===== src/logic/bem_cfg.svh =====
// Register indices, field positions and reset values of the monitor
`ifndef BEM_CFG_SVH
`define BEM_CFG_SVH
// Register word indices; byte address is four times the index
`define BEM_IDX_ID 8'h01
`define BEM_IDX_VER 8'h02
`define BEM_IDX_CTRL 8'h08
`define BEM_IDX_WIDTHS 8'h10
`define BEM_IDX_BWIDTHS 8'h11
`define BEM_IDX_CNT0 8'h14
`define BEM_CNT_STRIDE 8'h04
`define BEM_IDX_LAT_MIN 8'h40
`define BEM_IDX_LAT_MAX 8'h44
`define BEM_IDX_CHECK 8'h48
`define BEM_IDX_IRQ_STAT 8'h50
`define BEM_IDX_IRQ_CLR 8'h51
`define BEM_IDX_IRQ_EN 8'h52
// Control word fields
`define BEM_CTRL_STAT_RST 0
`define BEM_CTRL_CHK_RST 8
`define BEM_CTRL_RUN 16
`define BEM_CTRL_ST_LSB 24
// Statistic counters
`define BEM_NUM_CNT 9
`define BEM_CNT_MAX 32'hFFFFFFFF
`define BEM_LAT_MIN_RST 32'hFFFFFFFF
// Arbitrary version value
`define BEM_VERSION 32'h00000001
// Checker flag positions
`define BEM_CHK_W 4
`define BEM_CHK_BOTH 0
`define BEM_CHK_ZBURST 1
`define BEM_CHK_UNSTABLE 2
`define BEM_CHK_STRAY 3
// Interrupt status positions
`define BEM_IRQ_W 3
`define BEM_IRQ_ILLEGAL 0
`define BEM_IRQ_SAT 1
`define BEM_IRQ_OVF 2
`endif


===== src/logic/bem_pkg.sv =====
// Types shared by the bus monitor modules
package bem_pkg;
    // Gathering state
    typedef enum logic [1:0] {BEM_STOPPED, BEM_WAITING, BEM_RUNNING}
        bem_state_t;
endpackage : bem_pkg


===== src/logic/bem_fifo_if.sv =====
// Carrier between monitor core and timestamp queue
interface bem_fifo_if #(parameter int W = 40);
    logic push; // Store wdata
    logic pop; // Drop oldest entry
    logic full; // No room left
    logic empty; // Nothing stored
    logic [W-1:0] wdata; // Entry to store
    logic [W-1:0] rdata; // Oldest entry
    modport fifo (input push, pop, wdata, output full, empty, rdata);
    modport user (output push, pop, wdata, input full, empty, rdata);
endinterface : bem_fifo_if


===== src/logic/bem_monitor.sv =====
// Bus efficiency monitor and protocol checker with register port
// Contract
// - Count transfer cycles and wait cycles separately
// - Statistics readable over own register port
// - Check every master command for legality
// - Illegal command sets readable status flag
// - Track smallest and largest read latency
// - Push timestamp per accepted read command
// - First data beat pops stamp, computes latency
// - Bit 16 runs; zero bits 0,8 reset
// - Minimum at 0x40, maximum at 0x44
//
// The register addresses and register access over Avalon-MM are this design's own decisions.
`include "bem_cfg.svh"
module bem_monitor #(
    parameter int ADDR_W = 32,
    parameter int DATA_W = 64,
    parameter int BE_W = 8,
    parameter int BURST_W = 8,
    parameter int FIFO_DEPTH = 16
) (
    input wire logic CLOCK_I,
    input wire logic RSTN_I,
    input wire logic [7:0] AVS_ADDRESS_I,
    input wire logic AVS_READ_I,
    input wire logic AVS_WRITE_I,
    input wire logic [31:0] AVS_WRITEDATA_I,
    input wire logic [3:0] AVS_BYTEENABLE_I,
    output logic [31:0] AVS_READDATA_O,
    output logic AVS_WAITREQUEST_O,
    input wire logic [ADDR_W-1:0] MON_ADDRESS_I,
    input wire logic MON_READ_I,
    input wire logic MON_WRITE_I,
    input wire logic [BURST_W-1:0] MON_BURSTCOUNT_I,
    input wire logic MON_WAITREQUEST_I,
    input wire logic MON_READDATAVALID_I,
    output logic IRQ_O
);
    localparam int FW = 32 + BURST_W;
    localparam int NC = `BEM_NUM_CNT;
    logic wait_reg; // Register port waitrequest
    logic [31:0] rdata_reg; // Register port read data
    logic [31:0] rd_mux; // Selected read word
    logic wr_go; // Register write takes effect
    logic rd_go; // Register read completes
    logic run_reg; // Gathering enabled
    bem_pkg::bem_state_t state_reg; // Gathering state
    logic stat_clr; // Statistic reset pulse
    logic chk_clr; // Checker and latency reset pulse
    logic [31:0] time_reg; // Free-running time
    logic [31:0] cnt_reg [NC]; // Live counters
    logic [31:0] snap_reg [NC]; // Snapshot copies
    logic [31:0] amt [NC]; // Per-counter increment
    logic [NC-1:0] sat_hit; // Counter at its limit
    logic sat_reg; // Some counter saturated
    logic cmd; // Master presents a command
    logic rd_acc; // Read command accepted
    logic wr_acc; // Write command accepted
    logic [BURST_W-1:0] wr_left_reg; // Write beats still due
    logic [BURST_W-1:0] rd_left_reg; // Read beats still due
    logic pending; // Read data outstanding
    logic first_beat; // First beat of a read burst
    logic [31:0] latency; // Latency of this read
    logic [31:0] lat_min_reg; // Smallest latency
    logic [31:0] lat_max_reg; // Largest latency
    logic [`BEM_CHK_W-1:0] chk_reg; // Checker flags
    logic [`BEM_CHK_W-1:0] chk_hit; // Violations this cycle
    logic prev_cmd_reg; // Command stalled last cycle
    logic [ADDR_W-1:0] prev_addr_reg; // Held address
    logic prev_rd_reg; // Held read
    logic [BURST_W-1:0] prev_burst_reg; // Held burst count
    logic ovf_hit; // Read lost for a full queue
    logic [`BEM_IRQ_W-1:0] irq_stat_reg; // Sticky events
    logic [`BEM_IRQ_W-1:0] irq_en_reg; // Event enables
    logic [`BEM_IRQ_W-1:0] irq_set; // Events this cycle
    logic irq_pend; // Enabled event present
    logic irq_reg; // Interrupt output

    bem_fifo_if #(.W(FW)) fi ();

    // Timestamp queue
    bem_stamp_fifo #(.W(FW), .DEPTH(FIFO_DEPTH)) u_fifo (
        .clk_i(CLOCK_I),
        .rst_n_i(RSTN_I && !chk_clr),
        .f(fi)
    );

    // Register port: answer one cycle after the request
    assign wr_go = AVS_WRITE_I && !wait_reg;
    assign rd_go = AVS_READ_I && !wait_reg;
    always_ff @(posedge CLOCK_I)
    begin
        if (!RSTN_I)
        begin
            wait_reg <= 1'b1;
            rdata_reg <= 32'h0;
        end
        else if ((AVS_READ_I || AVS_WRITE_I) && wait_reg)
        begin
            wait_reg <= 1'b0;
            rdata_reg <= AVS_READ_I ? rd_mux : 32'h0;
        end
        else
        begin
            wait_reg <= 1'b1;
        end
    end
    assign AVS_WAITREQUEST_O = wait_reg;
    assign AVS_READDATA_O = rdata_reg;

    // Read word selection; unmapped words read zero
    always_comb
    begin
        rd_mux = 32'h0;
        case (AVS_ADDRESS_I)
            `BEM_IDX_ID: rd_mux = 32'h0;
            `BEM_IDX_VER: rd_mux = `BEM_VERSION;
            `BEM_IDX_CTRL:
            begin
                rd_mux[`BEM_CTRL_RUN] = run_reg;
                rd_mux[`BEM_CTRL_ST_LSB] = state_reg == bem_pkg::BEM_STOPPED;
                rd_mux[`BEM_CTRL_ST_LSB + 1] =
                    state_reg == bem_pkg::BEM_WAITING;
                rd_mux[`BEM_CTRL_ST_LSB + 2] =
                    state_reg == bem_pkg::BEM_RUNNING;
                rd_mux[`BEM_CTRL_ST_LSB + 3] = sat_reg;
            end
            `BEM_IDX_WIDTHS: rd_mux = {16'(DATA_W), 16'(ADDR_W)};
            `BEM_IDX_BWIDTHS: rd_mux = {16'(BURST_W), 16'(BE_W)};
            `BEM_IDX_LAT_MIN: rd_mux = lat_min_reg;
            `BEM_IDX_LAT_MAX: rd_mux = lat_max_reg;
            `BEM_IDX_CHECK: rd_mux = 32'(chk_reg);
            `BEM_IDX_IRQ_STAT: rd_mux = 32'(irq_stat_reg);
            `BEM_IDX_IRQ_EN: rd_mux = 32'(irq_en_reg);
            default:
            begin
                // Snapshot counters at 0x14 onward, four indices apart
                for (int k = 0; k < NC; k++)
                begin
                    if (AVS_ADDRESS_I == 8'(`BEM_IDX_CNT0
                        + k * `BEM_CNT_STRIDE))
                    begin
                        rd_mux = snap_reg[k];
                    end
                end
            end
        endcase
    end

    // Control word strobes; a zero written resets that logic
    assign stat_clr = wr_go && AVS_ADDRESS_I == `BEM_IDX_CTRL
        && AVS_BYTEENABLE_I[0]
        && !AVS_WRITEDATA_I[`BEM_CTRL_STAT_RST];
    assign chk_clr = wr_go && AVS_ADDRESS_I == `BEM_IDX_CTRL
        && AVS_BYTEENABLE_I[1]
        && !AVS_WRITEDATA_I[`BEM_CTRL_CHK_RST];

    // Start and stop of gathering
    always_ff @(posedge CLOCK_I)
    begin
        if (!RSTN_I)
        begin
            run_reg <= 1'b0;
        end
        else if (wr_go && AVS_ADDRESS_I == `BEM_IDX_CTRL
                 && AVS_BYTEENABLE_I[2])
        begin
            run_reg <= AVS_WRITEDATA_I[`BEM_CTRL_RUN];
        end
    end

    // Gathering state: waits for the first command once started
    always_ff @(posedge CLOCK_I)
    begin
        if (!RSTN_I)
        begin
            state_reg <= bem_pkg::BEM_STOPPED;
        end
        else
        begin
            case (state_reg)
                bem_pkg::BEM_STOPPED:
                    if (run_reg)
                    begin
                        state_reg <= bem_pkg::BEM_WAITING;
                    end
                bem_pkg::BEM_WAITING:
                    if (!run_reg)
                    begin
                        state_reg <= bem_pkg::BEM_STOPPED;
                    end
                    else if (cmd)
                    begin
                        state_reg <= bem_pkg::BEM_RUNNING;
                    end
                bem_pkg::BEM_RUNNING:
                    if (!run_reg)
                    begin
                        state_reg <= bem_pkg::BEM_STOPPED;
                    end
                default: state_reg <= bem_pkg::BEM_STOPPED;
            endcase
        end
    end

    // Free-running time base
    always_ff @(posedge CLOCK_I)
    begin
        if (!RSTN_I)
        begin
            time_reg <= 32'h0;
        end
        else
        begin
            time_reg <= time_reg + 32'h1;
        end
    end

    // Bus events seen on the controller input
    assign cmd = MON_READ_I || MON_WRITE_I;
    assign rd_acc = MON_READ_I && !MON_WAITREQUEST_I;
    assign wr_acc = MON_WRITE_I && !MON_WAITREQUEST_I;
    assign pending = !fi.empty || (rd_left_reg != '0);
    assign first_beat = MON_READDATAVALID_I && (rd_left_reg == '0);

    // Counter increments: transfers apart from each kind of wait
    always_comb
    begin
        amt[0] = 32'h1;
        amt[1] = 32'(wr_acc || MON_READDATAVALID_I);
        amt[2] = 32'(wr_acc);
        amt[3] = 32'(rd_acc);
        amt[4] = rd_acc ? 32'(MON_BURSTCOUNT_I) : 32'h0;
        amt[5] = 32'(cmd && MON_WAITREQUEST_I);
        amt[6] = 32'(!cmd && !MON_READDATAVALID_I && pending);
        amt[7] = 32'(!cmd && !MON_READDATAVALID_I && !pending
                     && wr_left_reg != '0);
        amt[8] = 32'(!cmd && !MON_READDATAVALID_I && !pending
                     && wr_left_reg == '0);
    end

    // Saturating statistic counters with snapshot copies
    genvar g;
    generate
        for (g = 0; g < NC; g++)
        begin : g_cnt
            logic [32:0] sum;
            assign sum = {1'b0, cnt_reg[g]} + {1'b0, amt[g]};
            assign sat_hit[g] = state_reg == bem_pkg::BEM_RUNNING
                && sum[32];
            always_ff @(posedge CLOCK_I)
            begin
                if (!RSTN_I || stat_clr)
                begin
                    cnt_reg[g] <= 32'h0;
                end
                else if (state_reg == bem_pkg::BEM_RUNNING)
                begin
                    // Hold at the limit instead of wrapping
                    cnt_reg[g] <= sum[32] ? `BEM_CNT_MAX
                                  : sum[31:0];
                end
            end
            always_ff @(posedge CLOCK_I)
            begin
                if (!RSTN_I)
                begin
                    snap_reg[g] <= 32'h0;
                end
                else if (rd_go && AVS_ADDRESS_I == `BEM_IDX_ID)
                begin
                    snap_reg[g] <= cnt_reg[g];
                end
            end
        end
    endgenerate

    // Saturation indication, kept until statistics reset
    always_ff @(posedge CLOCK_I)
    begin
        if (!RSTN_I)
        begin
            sat_reg <= 1'b0;
        end
        else if (|sat_hit)
        begin
            sat_reg <= 1'b1;
        end
        else if (stat_clr)
        begin
            sat_reg <= 1'b0;
        end
    end

    // Write burst beat tracking
    always_ff @(posedge CLOCK_I)
    begin
        if (!RSTN_I || chk_clr)
        begin
            wr_left_reg <= '0;
        end
        else if (wr_acc)
        begin
            wr_left_reg <= (wr_left_reg == '0)
                ? MON_BURSTCOUNT_I - 1'b1 : wr_left_reg - 1'b1;
        end
    end

    // Stamp each accepted read; pop at the first returned beat
    assign fi.push = rd_acc;
    assign fi.wdata = {MON_BURSTCOUNT_I, time_reg};
    assign fi.pop = first_beat;
    assign latency = time_reg - fi.rdata[31:0];
    assign ovf_hit = rd_acc && fi.full && !first_beat;

    // Read burst beat tracking
    always_ff @(posedge CLOCK_I)
    begin
        if (!RSTN_I || chk_clr)
        begin
            rd_left_reg <= '0;
        end
        else if (MON_READDATAVALID_I && !(first_beat && fi.empty))
        begin
            // A stray beat finds no queued burst and is ignored
            rd_left_reg <= first_beat
                ? fi.rdata[FW-1:32] - 1'b1 : rd_left_reg - 1'b1;
        end
    end

    // Minimum and maximum read latency while gathering
    always_ff @(posedge CLOCK_I)
    begin
        if (!RSTN_I || chk_clr)
        begin
            lat_min_reg <= `BEM_LAT_MIN_RST;
            lat_max_reg <= 32'h0;
        end
        else if (first_beat && !fi.empty
                 && state_reg == bem_pkg::BEM_RUNNING)
        begin
            if (latency < lat_min_reg)
            begin
                lat_min_reg <= latency;
            end
            if (latency > lat_max_reg)
            begin
                lat_max_reg <= latency;
            end
        end
    end

    // Legality checks on the master command
    always_comb
    begin
        chk_hit = '0;
        chk_hit[`BEM_CHK_BOTH] = MON_READ_I && MON_WRITE_I;
        chk_hit[`BEM_CHK_ZBURST] = cmd
            && MON_BURSTCOUNT_I == '0;
        chk_hit[`BEM_CHK_UNSTABLE] = prev_cmd_reg
            && (!cmd || MON_READ_I != prev_rd_reg
                || MON_ADDRESS_I != prev_addr_reg
                || MON_BURSTCOUNT_I != prev_burst_reg);
        chk_hit[`BEM_CHK_STRAY] = MON_READDATAVALID_I
            && !pending;
    end

    // Command held under waitrequest, for the stability check
    always_ff @(posedge CLOCK_I)
    begin
        if (!RSTN_I || chk_clr)
        begin
            prev_cmd_reg <= 1'b0;
            prev_rd_reg <= 1'b0;
            prev_addr_reg <= '0;
            prev_burst_reg <= '0;
        end
        else
        begin
            prev_cmd_reg <= cmd && MON_WAITREQUEST_I;
            prev_rd_reg <= MON_READ_I;
            prev_addr_reg <= MON_ADDRESS_I;
            prev_burst_reg <= MON_BURSTCOUNT_I;
        end
    end

    // Sticky checker flags; a new violation beats the reset
    always_ff @(posedge CLOCK_I)
    begin
        if (!RSTN_I)
        begin
            chk_reg <= '0;
        end
        else
        begin
            chk_reg <= (chk_clr ? '0 : chk_reg) | chk_hit;
        end
    end

    // Interrupt status, write-one clear and enables; set wins
    assign irq_set = {ovf_hit, |sat_hit, |chk_hit};
    always_ff @(posedge CLOCK_I)
    begin
        if (!RSTN_I)
        begin
            irq_stat_reg <= '0;
            irq_en_reg <= '0;
        end
        else
        begin
            if (wr_go && AVS_ADDRESS_I == `BEM_IDX_IRQ_CLR
                && AVS_BYTEENABLE_I[0])
            begin
                irq_stat_reg <= (irq_stat_reg
                    & ~AVS_WRITEDATA_I[`BEM_IRQ_W-1:0]) | irq_set;
            end
            else
            begin
                irq_stat_reg <= irq_stat_reg | irq_set;
            end
            if (wr_go && AVS_ADDRESS_I == `BEM_IDX_IRQ_EN
                && AVS_BYTEENABLE_I[0])
            begin
                irq_en_reg <= AVS_WRITEDATA_I[`BEM_IRQ_W-1:0];
            end
        end
    end

    // Level interrupt from a flip-flop
    assign irq_pend = |(irq_stat_reg & irq_en_reg);
    always_ff @(posedge CLOCK_I)
    begin
        if (!RSTN_I)
        begin
            irq_reg <= 1'b0;
        end
        else
        begin
            irq_reg <= irq_pend;
        end
    end
    assign IRQ_O = irq_reg;

    logic [31:0] cyc_cnt; // Cycle counter view
    logic [31:0] xfer_snap; // Transfer snapshot view
    assign cyc_cnt = cnt_reg[0];
    assign xfer_snap = snap_reg[1];
endmodule : bem_monitor


===== src/logic/bem_stamp_fifo.sv =====
// Timestamp queue for outstanding read commands
module bem_stamp_fifo #(
    parameter int W = 40,
    parameter int DEPTH = 16
) (
    input wire logic clk_i,
    input wire logic rst_n_i,
    bem_fifo_if.fifo f
);
    localparam int PW = $clog2(DEPTH);
    logic [W-1:0] mem [DEPTH]; // Entry storage
    logic [PW-1:0] wr_ptr_reg; // Next free slot
    logic [PW-1:0] rd_ptr_reg; // Oldest slot
    logic [PW:0] count_reg; // Entries held
    logic do_push; // Accepted push
    logic do_pop; // Accepted pop

    // Pop only when filled, push only when room or popping
    assign do_pop = f.pop && (count_reg != '0);
    assign do_push = f.push && (!f.full || do_pop);
    assign f.full = (count_reg == (PW + 1)'(DEPTH));
    assign f.empty = (count_reg == '0);
    assign f.rdata = mem[rd_ptr_reg];

    // Entry write
    always_ff @(posedge clk_i)
    begin
        if (do_push)
        begin
            mem[wr_ptr_reg] <= f.wdata;
        end
    end

    // Pointers and fill level
    always_ff @(posedge clk_i)
    begin
        if (!rst_n_i)
        begin
            wr_ptr_reg <= '0;
            rd_ptr_reg <= '0;
            count_reg <= '0;
        end
        else
        begin
            if (do_push)
            begin
                wr_ptr_reg <= (wr_ptr_reg == PW'(DEPTH - 1)) ? '0
                              : wr_ptr_reg + 1'b1;
            end
            if (do_pop)
            begin
                rd_ptr_reg <= (rd_ptr_reg == PW'(DEPTH - 1)) ? '0
                              : rd_ptr_reg + 1'b1;
            end
            count_reg <= count_reg + (PW + 1)'(do_push)
                         - (PW + 1)'(do_pop);
        end
    end
endmodule : bem_stamp_fifo


===== config.mk =====
export PLATFORM = sky130hd
export DESIGN_NAME = bem_monitor
export DESIGN_NICKNAME = d
export VERILOG_FILES = /design/src/logic/bem_pkg.sv /design/src/logic/bem_fifo_if.sv /design/src/logic/bem_monitor.sv /design/src/logic/bem_stamp_fifo.sv
export VERILOG_INCLUDE_DIRS = /design/src /design/src/logic
export SDC_FILE = /design/constraint.sdc
export NUM_CORES = 2
export LEC_CHECK = 0
export BUFFER_PORTS_ARGS = -buffer_cell sky130_fd_sc_hd__buf_2
export CORE_UTILIZATION = 53
export CTS_BUF_LIST = sky130_fd_sc_hd__clkbuf_4
export DETAILED_ROUTE_END_ITERATION = 7
export PLACE_DENSITY = 0.75
export RECOVER_POWER = 100
export SYNTH_ARGS = -nofsm -noshare
export SYNTH_HDL_FRONTEND = slang
export SYNTH_HIERARCHICAL = 1
export SYNTH_SLANG_ARGS = --single-unit

===== constraint.sdc =====
create_clock -name CLOCK_I -period 9.39 [get_ports CLOCK_I]
set_input_delay 0 -clock CLOCK_I [delete_from_list [all_inputs] [get_ports CLOCK_I]]
set_output_delay 0 -clock CLOCK_I [all_outputs]
set_load 0.01 [all_outputs]

# Word level (Yosys, flattened, before mapping)
# Memories as Yosys holds them, arrays and structs flattened. A register that Yosys moved wholly into a read port is not among the register bits.
# Cells that the tools add are included.
word_totals:
  reg_bits: 215
  latch_bits: 0
  mem_bits_rw: 1216
  rom_bits: 0
  in_bits: 92
  output_inout_bits: 34
  wordCells: 257
  memories: 3
op_classes:
  add_sub_neg: 19
  n_mul: 0
  n_div: 0
  order_cmp: 2
  eq_ne: 31
  shift: 0
  mux: 70
  bitwise_logic: 24
  n_reduce_logical: 87
mem_list:
  columns: ["memory", "depth", "word_bits", "rd", "rd_ports_with_merged_regs", "wr", "line", "source"]
  rows:
  - ["u_fifo.mem", 16, 40, 1, 1, 1, "bem_stamp_fifo.sv:11", "logic [W-1:0] mem [DEPTH];"]
  - ["cnt_reg", 9, 32, 9, 0, 9, "bem_monitor.sv:51", "logic [31:0] cnt_reg [NC];"]
  - ["snap_reg", 9, 32, 9, 0, 9, "bem_monitor.sv:52", "logic [31:0] snap_reg [NC];"]
ops:
  columns: ["op", "n"]
  rows:
  - ["32-bit two-way mux", 37]
  - ["32-bit by 1-bit adder with 33-bit output", 7]
  - ["16-bit one-hot mux with 9 select lines", 1]
  - ["8-bit by 6-bit equality test with 1-bit output, second input constant", 6]
  - ["8-bit by 7-bit equality test with 1-bit output, second input constant", 6]
  - ["1-bit logical AND", 45]
  - ["8-bit by 5-bit equality test with 1-bit output, second input constant", 5]
  - ["7-bit one-hot mux with 5 select lines", 1]
  - ["32-bit by 1-bit adder with 33-bit output, second input constant", 1]
  - ["32-bit by 8-bit adder with 33-bit output", 1]
  - ["32-bit by 1-bit adder with 32-bit output, second input constant", 1]
  - ["32-bit greater-than comparator", 1]
  - ["32-bit < comparator", 1]
  - ["32-bit != test", 1]
  - ["32-bit subtractor", 1]
  - ["8-bit by 1-bit subtractor with 8-bit output, second input constant", 4]
  - ["8-bit logical NOT", 3]
  - ["8-bit two-way mux", 3]
  - ["4-bit two-way mux", 5]
  - ["1-bit OR", 18]
  - ["4-bit one-hot mux with 4 select lines", 1]
  - ["8-bit nonzero test", 2]
  - ["1-bit two-way mux", 14]
  - ["1-bit logical NOT", 13]
  - ["37 further kinds", 55]

# Longest topological paths before layout
logic_depth:
  depth_word: 12
  depth_mapped: 29
  depth_no_buf: 23

# Cells and area by module
# The synthesis kept the hierarchy.
modules_own_cells:
  columns: ["module", "n_inst", "cells_each", "area_per_inst_um2", "seq_area_each_um2"]
  rows:
  - ["bem_monitor", 1, 3814, 39919.5, 21340.5]
  - ["bem_stamp_fifo", 1, 1086, 25182.9, 19558.8]

# Least setup slack after synthesis
# Ideal clock, no wire load.
synth_timing:
  path_kind: "in2reg"
  start: "input port AVS_ADDRESS_I[4]"
  end: "memory cnt_reg[0][0] (enable)"
  setup_ps: 662
  t_arrival_ps: 7190
  required_time_ps: 8728
  setup_slack_ps: 1538
  cell_stages: 6
  path_buffers: 2
  cell_sequence: "clkbuf_1 -> nor4_1 -> and2_0 -> clkbuf_1 -> a21oi_1 -> nand2_1"
synth_rtl:
  columns: ["element", "line", "source"]
  rows:
  - ["start, declared", "bem_monitor.sv:24", "input wire logic [7:0] AVS_ADDRESS_I,"]
  - ["end, declared", "bem_monitor.sv:51", null]

==> reports/summary.txt <==
Status: finished with violations
Failing checks: capacitance limit, slew limit
Placed Area: 67,140 µm²
Reg clk slew, reported paths: 0.06 ns
Critical Path End Type: register
Min-Delay Path Class: in2reg
# port buffers: 97
Gpl congestion: 0.9478
Pin count of the biggest net entering global routing: 178
Syn Area/Cell: 13.29 µm²
Root Buffer: clkbuf_4
Sequential Power Share: 51.1%
Resized cells post-CTS: 0
Max Root-Sink Buffers: 4
Fin nets: 5,603
# IOs: 126
Setup Fix Bufs, Post-CTS: 0
TritonCTS clock tree: built
Post-Route Skew: 0.09991 ns
Setup TNS: 0 ns
Rows: 128
Hold_ws: 0.1026 ns
Gr ovfl total: 0
Max-cap violations: 37
Via density: 6.079
Max Transition Viols Final: 1,786
Core Area: 121,900 µm²
Post-synth EDFFs: 1,216
Fin util: 60.05%
Placed cells: 6,445
Finished Layout Cells: 7,268
Min Tclk post-route: 8.303 ns
Routed WL per cell: 23.45 µm
Synth Instances: 4,900
Detailed router's first-iteration violation count: 5,044
Die area: 124,200 µm²
Sequential-to-total area share from yosys stat: 62.82%
Switching Fraction: 25.70%
Initial antenna violation count: 9
Gate power share: 12.5%
Fin. Hold Viols: 0
CTS buffer count: 367
Die H: 352.5 µm
Net Switching: 0.003637 W
#FFs+latches synth: 1,435
WL final: 170.4 mm
Prevailing post-synth register cell: edfxtp_1
Die Wd: 352.5 µm
# DRC: 0
Crit Path Class: in2reg
Drt first pass iters: 8
Routed Antenna Nets: 0
Clock share of power: 36.4%
Max FFs per register: 640
RSZ-0062 raised after global routing: no
Syn Std Cell Area: 65,100 µm²
Net Count, Synth: 5,125
Clk Latency, worst-skew pair: 1.30 ns
Fin crit share: 88.42%
Yosys warns: 6
Post-DP HPWL: 104.3 mm
Internal Power: 0.01052 W
CP Max Fanout: 177
Global-route wire length before repair: 256.7 mm
Worst Max-Slew Pin Slew: 3.927 ns
R2r setup slk: 1.31 ns
Slew HR: -161.8%
Routed via count: 44,180
Final Cell Area: 73,180 µm²
PwrDens: 193.4 nW/µm²
Layout cells sized above 1: 14.16%
H-tree levels: 5
Worst vdd ir: 129.6 µV
Leakage: 26.07 nW
Setup crit start kind: input port
Total GRT Usage: 27.23%
Clk sinks: 1,435
Worst Path Required: 9.86 ns
Max Freq: 120.4 MHz
Area growth from synthesis to layout: 12.41%
Hold_buf cts: 189
# setup viols final: 0
WP data arrival: 8.78 ns
Number of global-route vias before repair: 42,970
Initial Util: 53.42%
Ys async rst share: 0%
Distinct cells, synth: 86
[Yosys cell counts, drive strengths merged (144+ instances only)]
cell    number  area, µm²
xor2       144       1261
a21oi      346       1739
clkbuf     171      641.9
xnor2      157       1375
and2       320       2002
nor2       253      949.7
mux4       160       3829
dfxtp      219       4384
edfxtp    1216      36520
nand3      165      825.8
and3       157      982.2
a22oi      156       1171
nand2      313       1182
inv        168      630.6
[critical path, stage by stage]
cell	delay [ns]
dlygate4sd3_1	0.52
buf_2	0.09
dlygate4sd3_1	0.54
clkbuf_1	1.44
clkinvlp_2	2.32
a21oi_1	0.87
nand2_1	1.15
clkbuf_4	1.58
[final cells by class]
class | count | area [µm²]
timing repair buffer | 357 | 2741
inverter | 168 | 631.9
tap | 1625 | 2033
multi-input combinational | 3049 | 22410
fill | 9290 | 48690
antenna | 14 | 35.03
sequential | 1435 | 40910
clock inverter | 93 | 473.0
clock buffer | 527 | 3956
[per-stage QoR]
step,total power (W),setup WS [ns]
after CTS,0.01420,1.796
final,0.01415,1.087
after global placement,0.008985,1.951
after detailed placement,0.009037,1.851
after floorplan,0.008687,1.538
after global routing,0.01474,0.7788
[kinds of logic after synthesis]
kind of cell | after synthesis | synth area share [%]
simple gates | 1510 | 12.09
flops | 1435 | 62.82
compound gates | 878 | 8.693
buf+inv | 416 | 2.831
xor+xnor | 301 | 4.049
mux | 227 | 6.919
fa+ha+maj | 133 | 2.591
[worst paths after layout]
| check | from | to | cells past startpoint |
|---|---|---|---|
| worst max register to register | register | lat_min_reg[0] | 24 |
| worst min-delay path | MON_ADDRESS_I[13] | irq_stat_reg[0] | 8 |
| worst min register to register | chk_reg[2] | chk_reg[2] | 2 |
| worst max-delay path | RSTN_I | cnt_reg[1][11] | 8 |
[cells in the final DEF (no fill, tap or decap), types with 23 or more instances in the layout]
master and count:
mux4_2 100, a21oi_1 344, a222oi_1 25, nor2_1 242, buf_2 55, and4_1 28
a211oi_1 31, xnor2_1 157, dfxtp_1 217, ha_1 130, xor2_1 144, buf_4 33
mux4_1 60, o22ai_1 23, mux2i_1 63, clkinv_1 72, a221oi_1 27, and2_1 161
edfxtp_1 1216, nand4_1 78, inv_1 167, and2_0 158, clkbuf_4 528, nand2_1 311
nor3_1 89, and3_1 157, clkbuf_1 73, o21ai_0 108, dlygate4sd3_1 189, a31oi_1 31
nand3_1 165, a22oi_1 156
[routing by layer]
metal	global-route usage, %	wire (µm)	vias to the layer above
met3	6.266	17680	458
met1	36.43	66590	21580
met5	0	18	-
met2	42.22	78630	2357
li1	-	-	19790
met4	12.97	7538	2
[power groups by stage]
stage / Combinational [W] / Sequential, W / Clock (W)
floorplan: 0.00140 / 0.00728 / 0
global placement: 0.00164 / 0.00734 / 0
detailed placement: 0.00169 / 0.00735 / 0
CTS: 0.00176 / 0.00721 / 0.00523
global route: 0.00193 / 0.00725 / 0.00556
finish: 0.00177 / 0.00723 / 0.00516
Note: power is estimated with default switching activity, not from simulation.
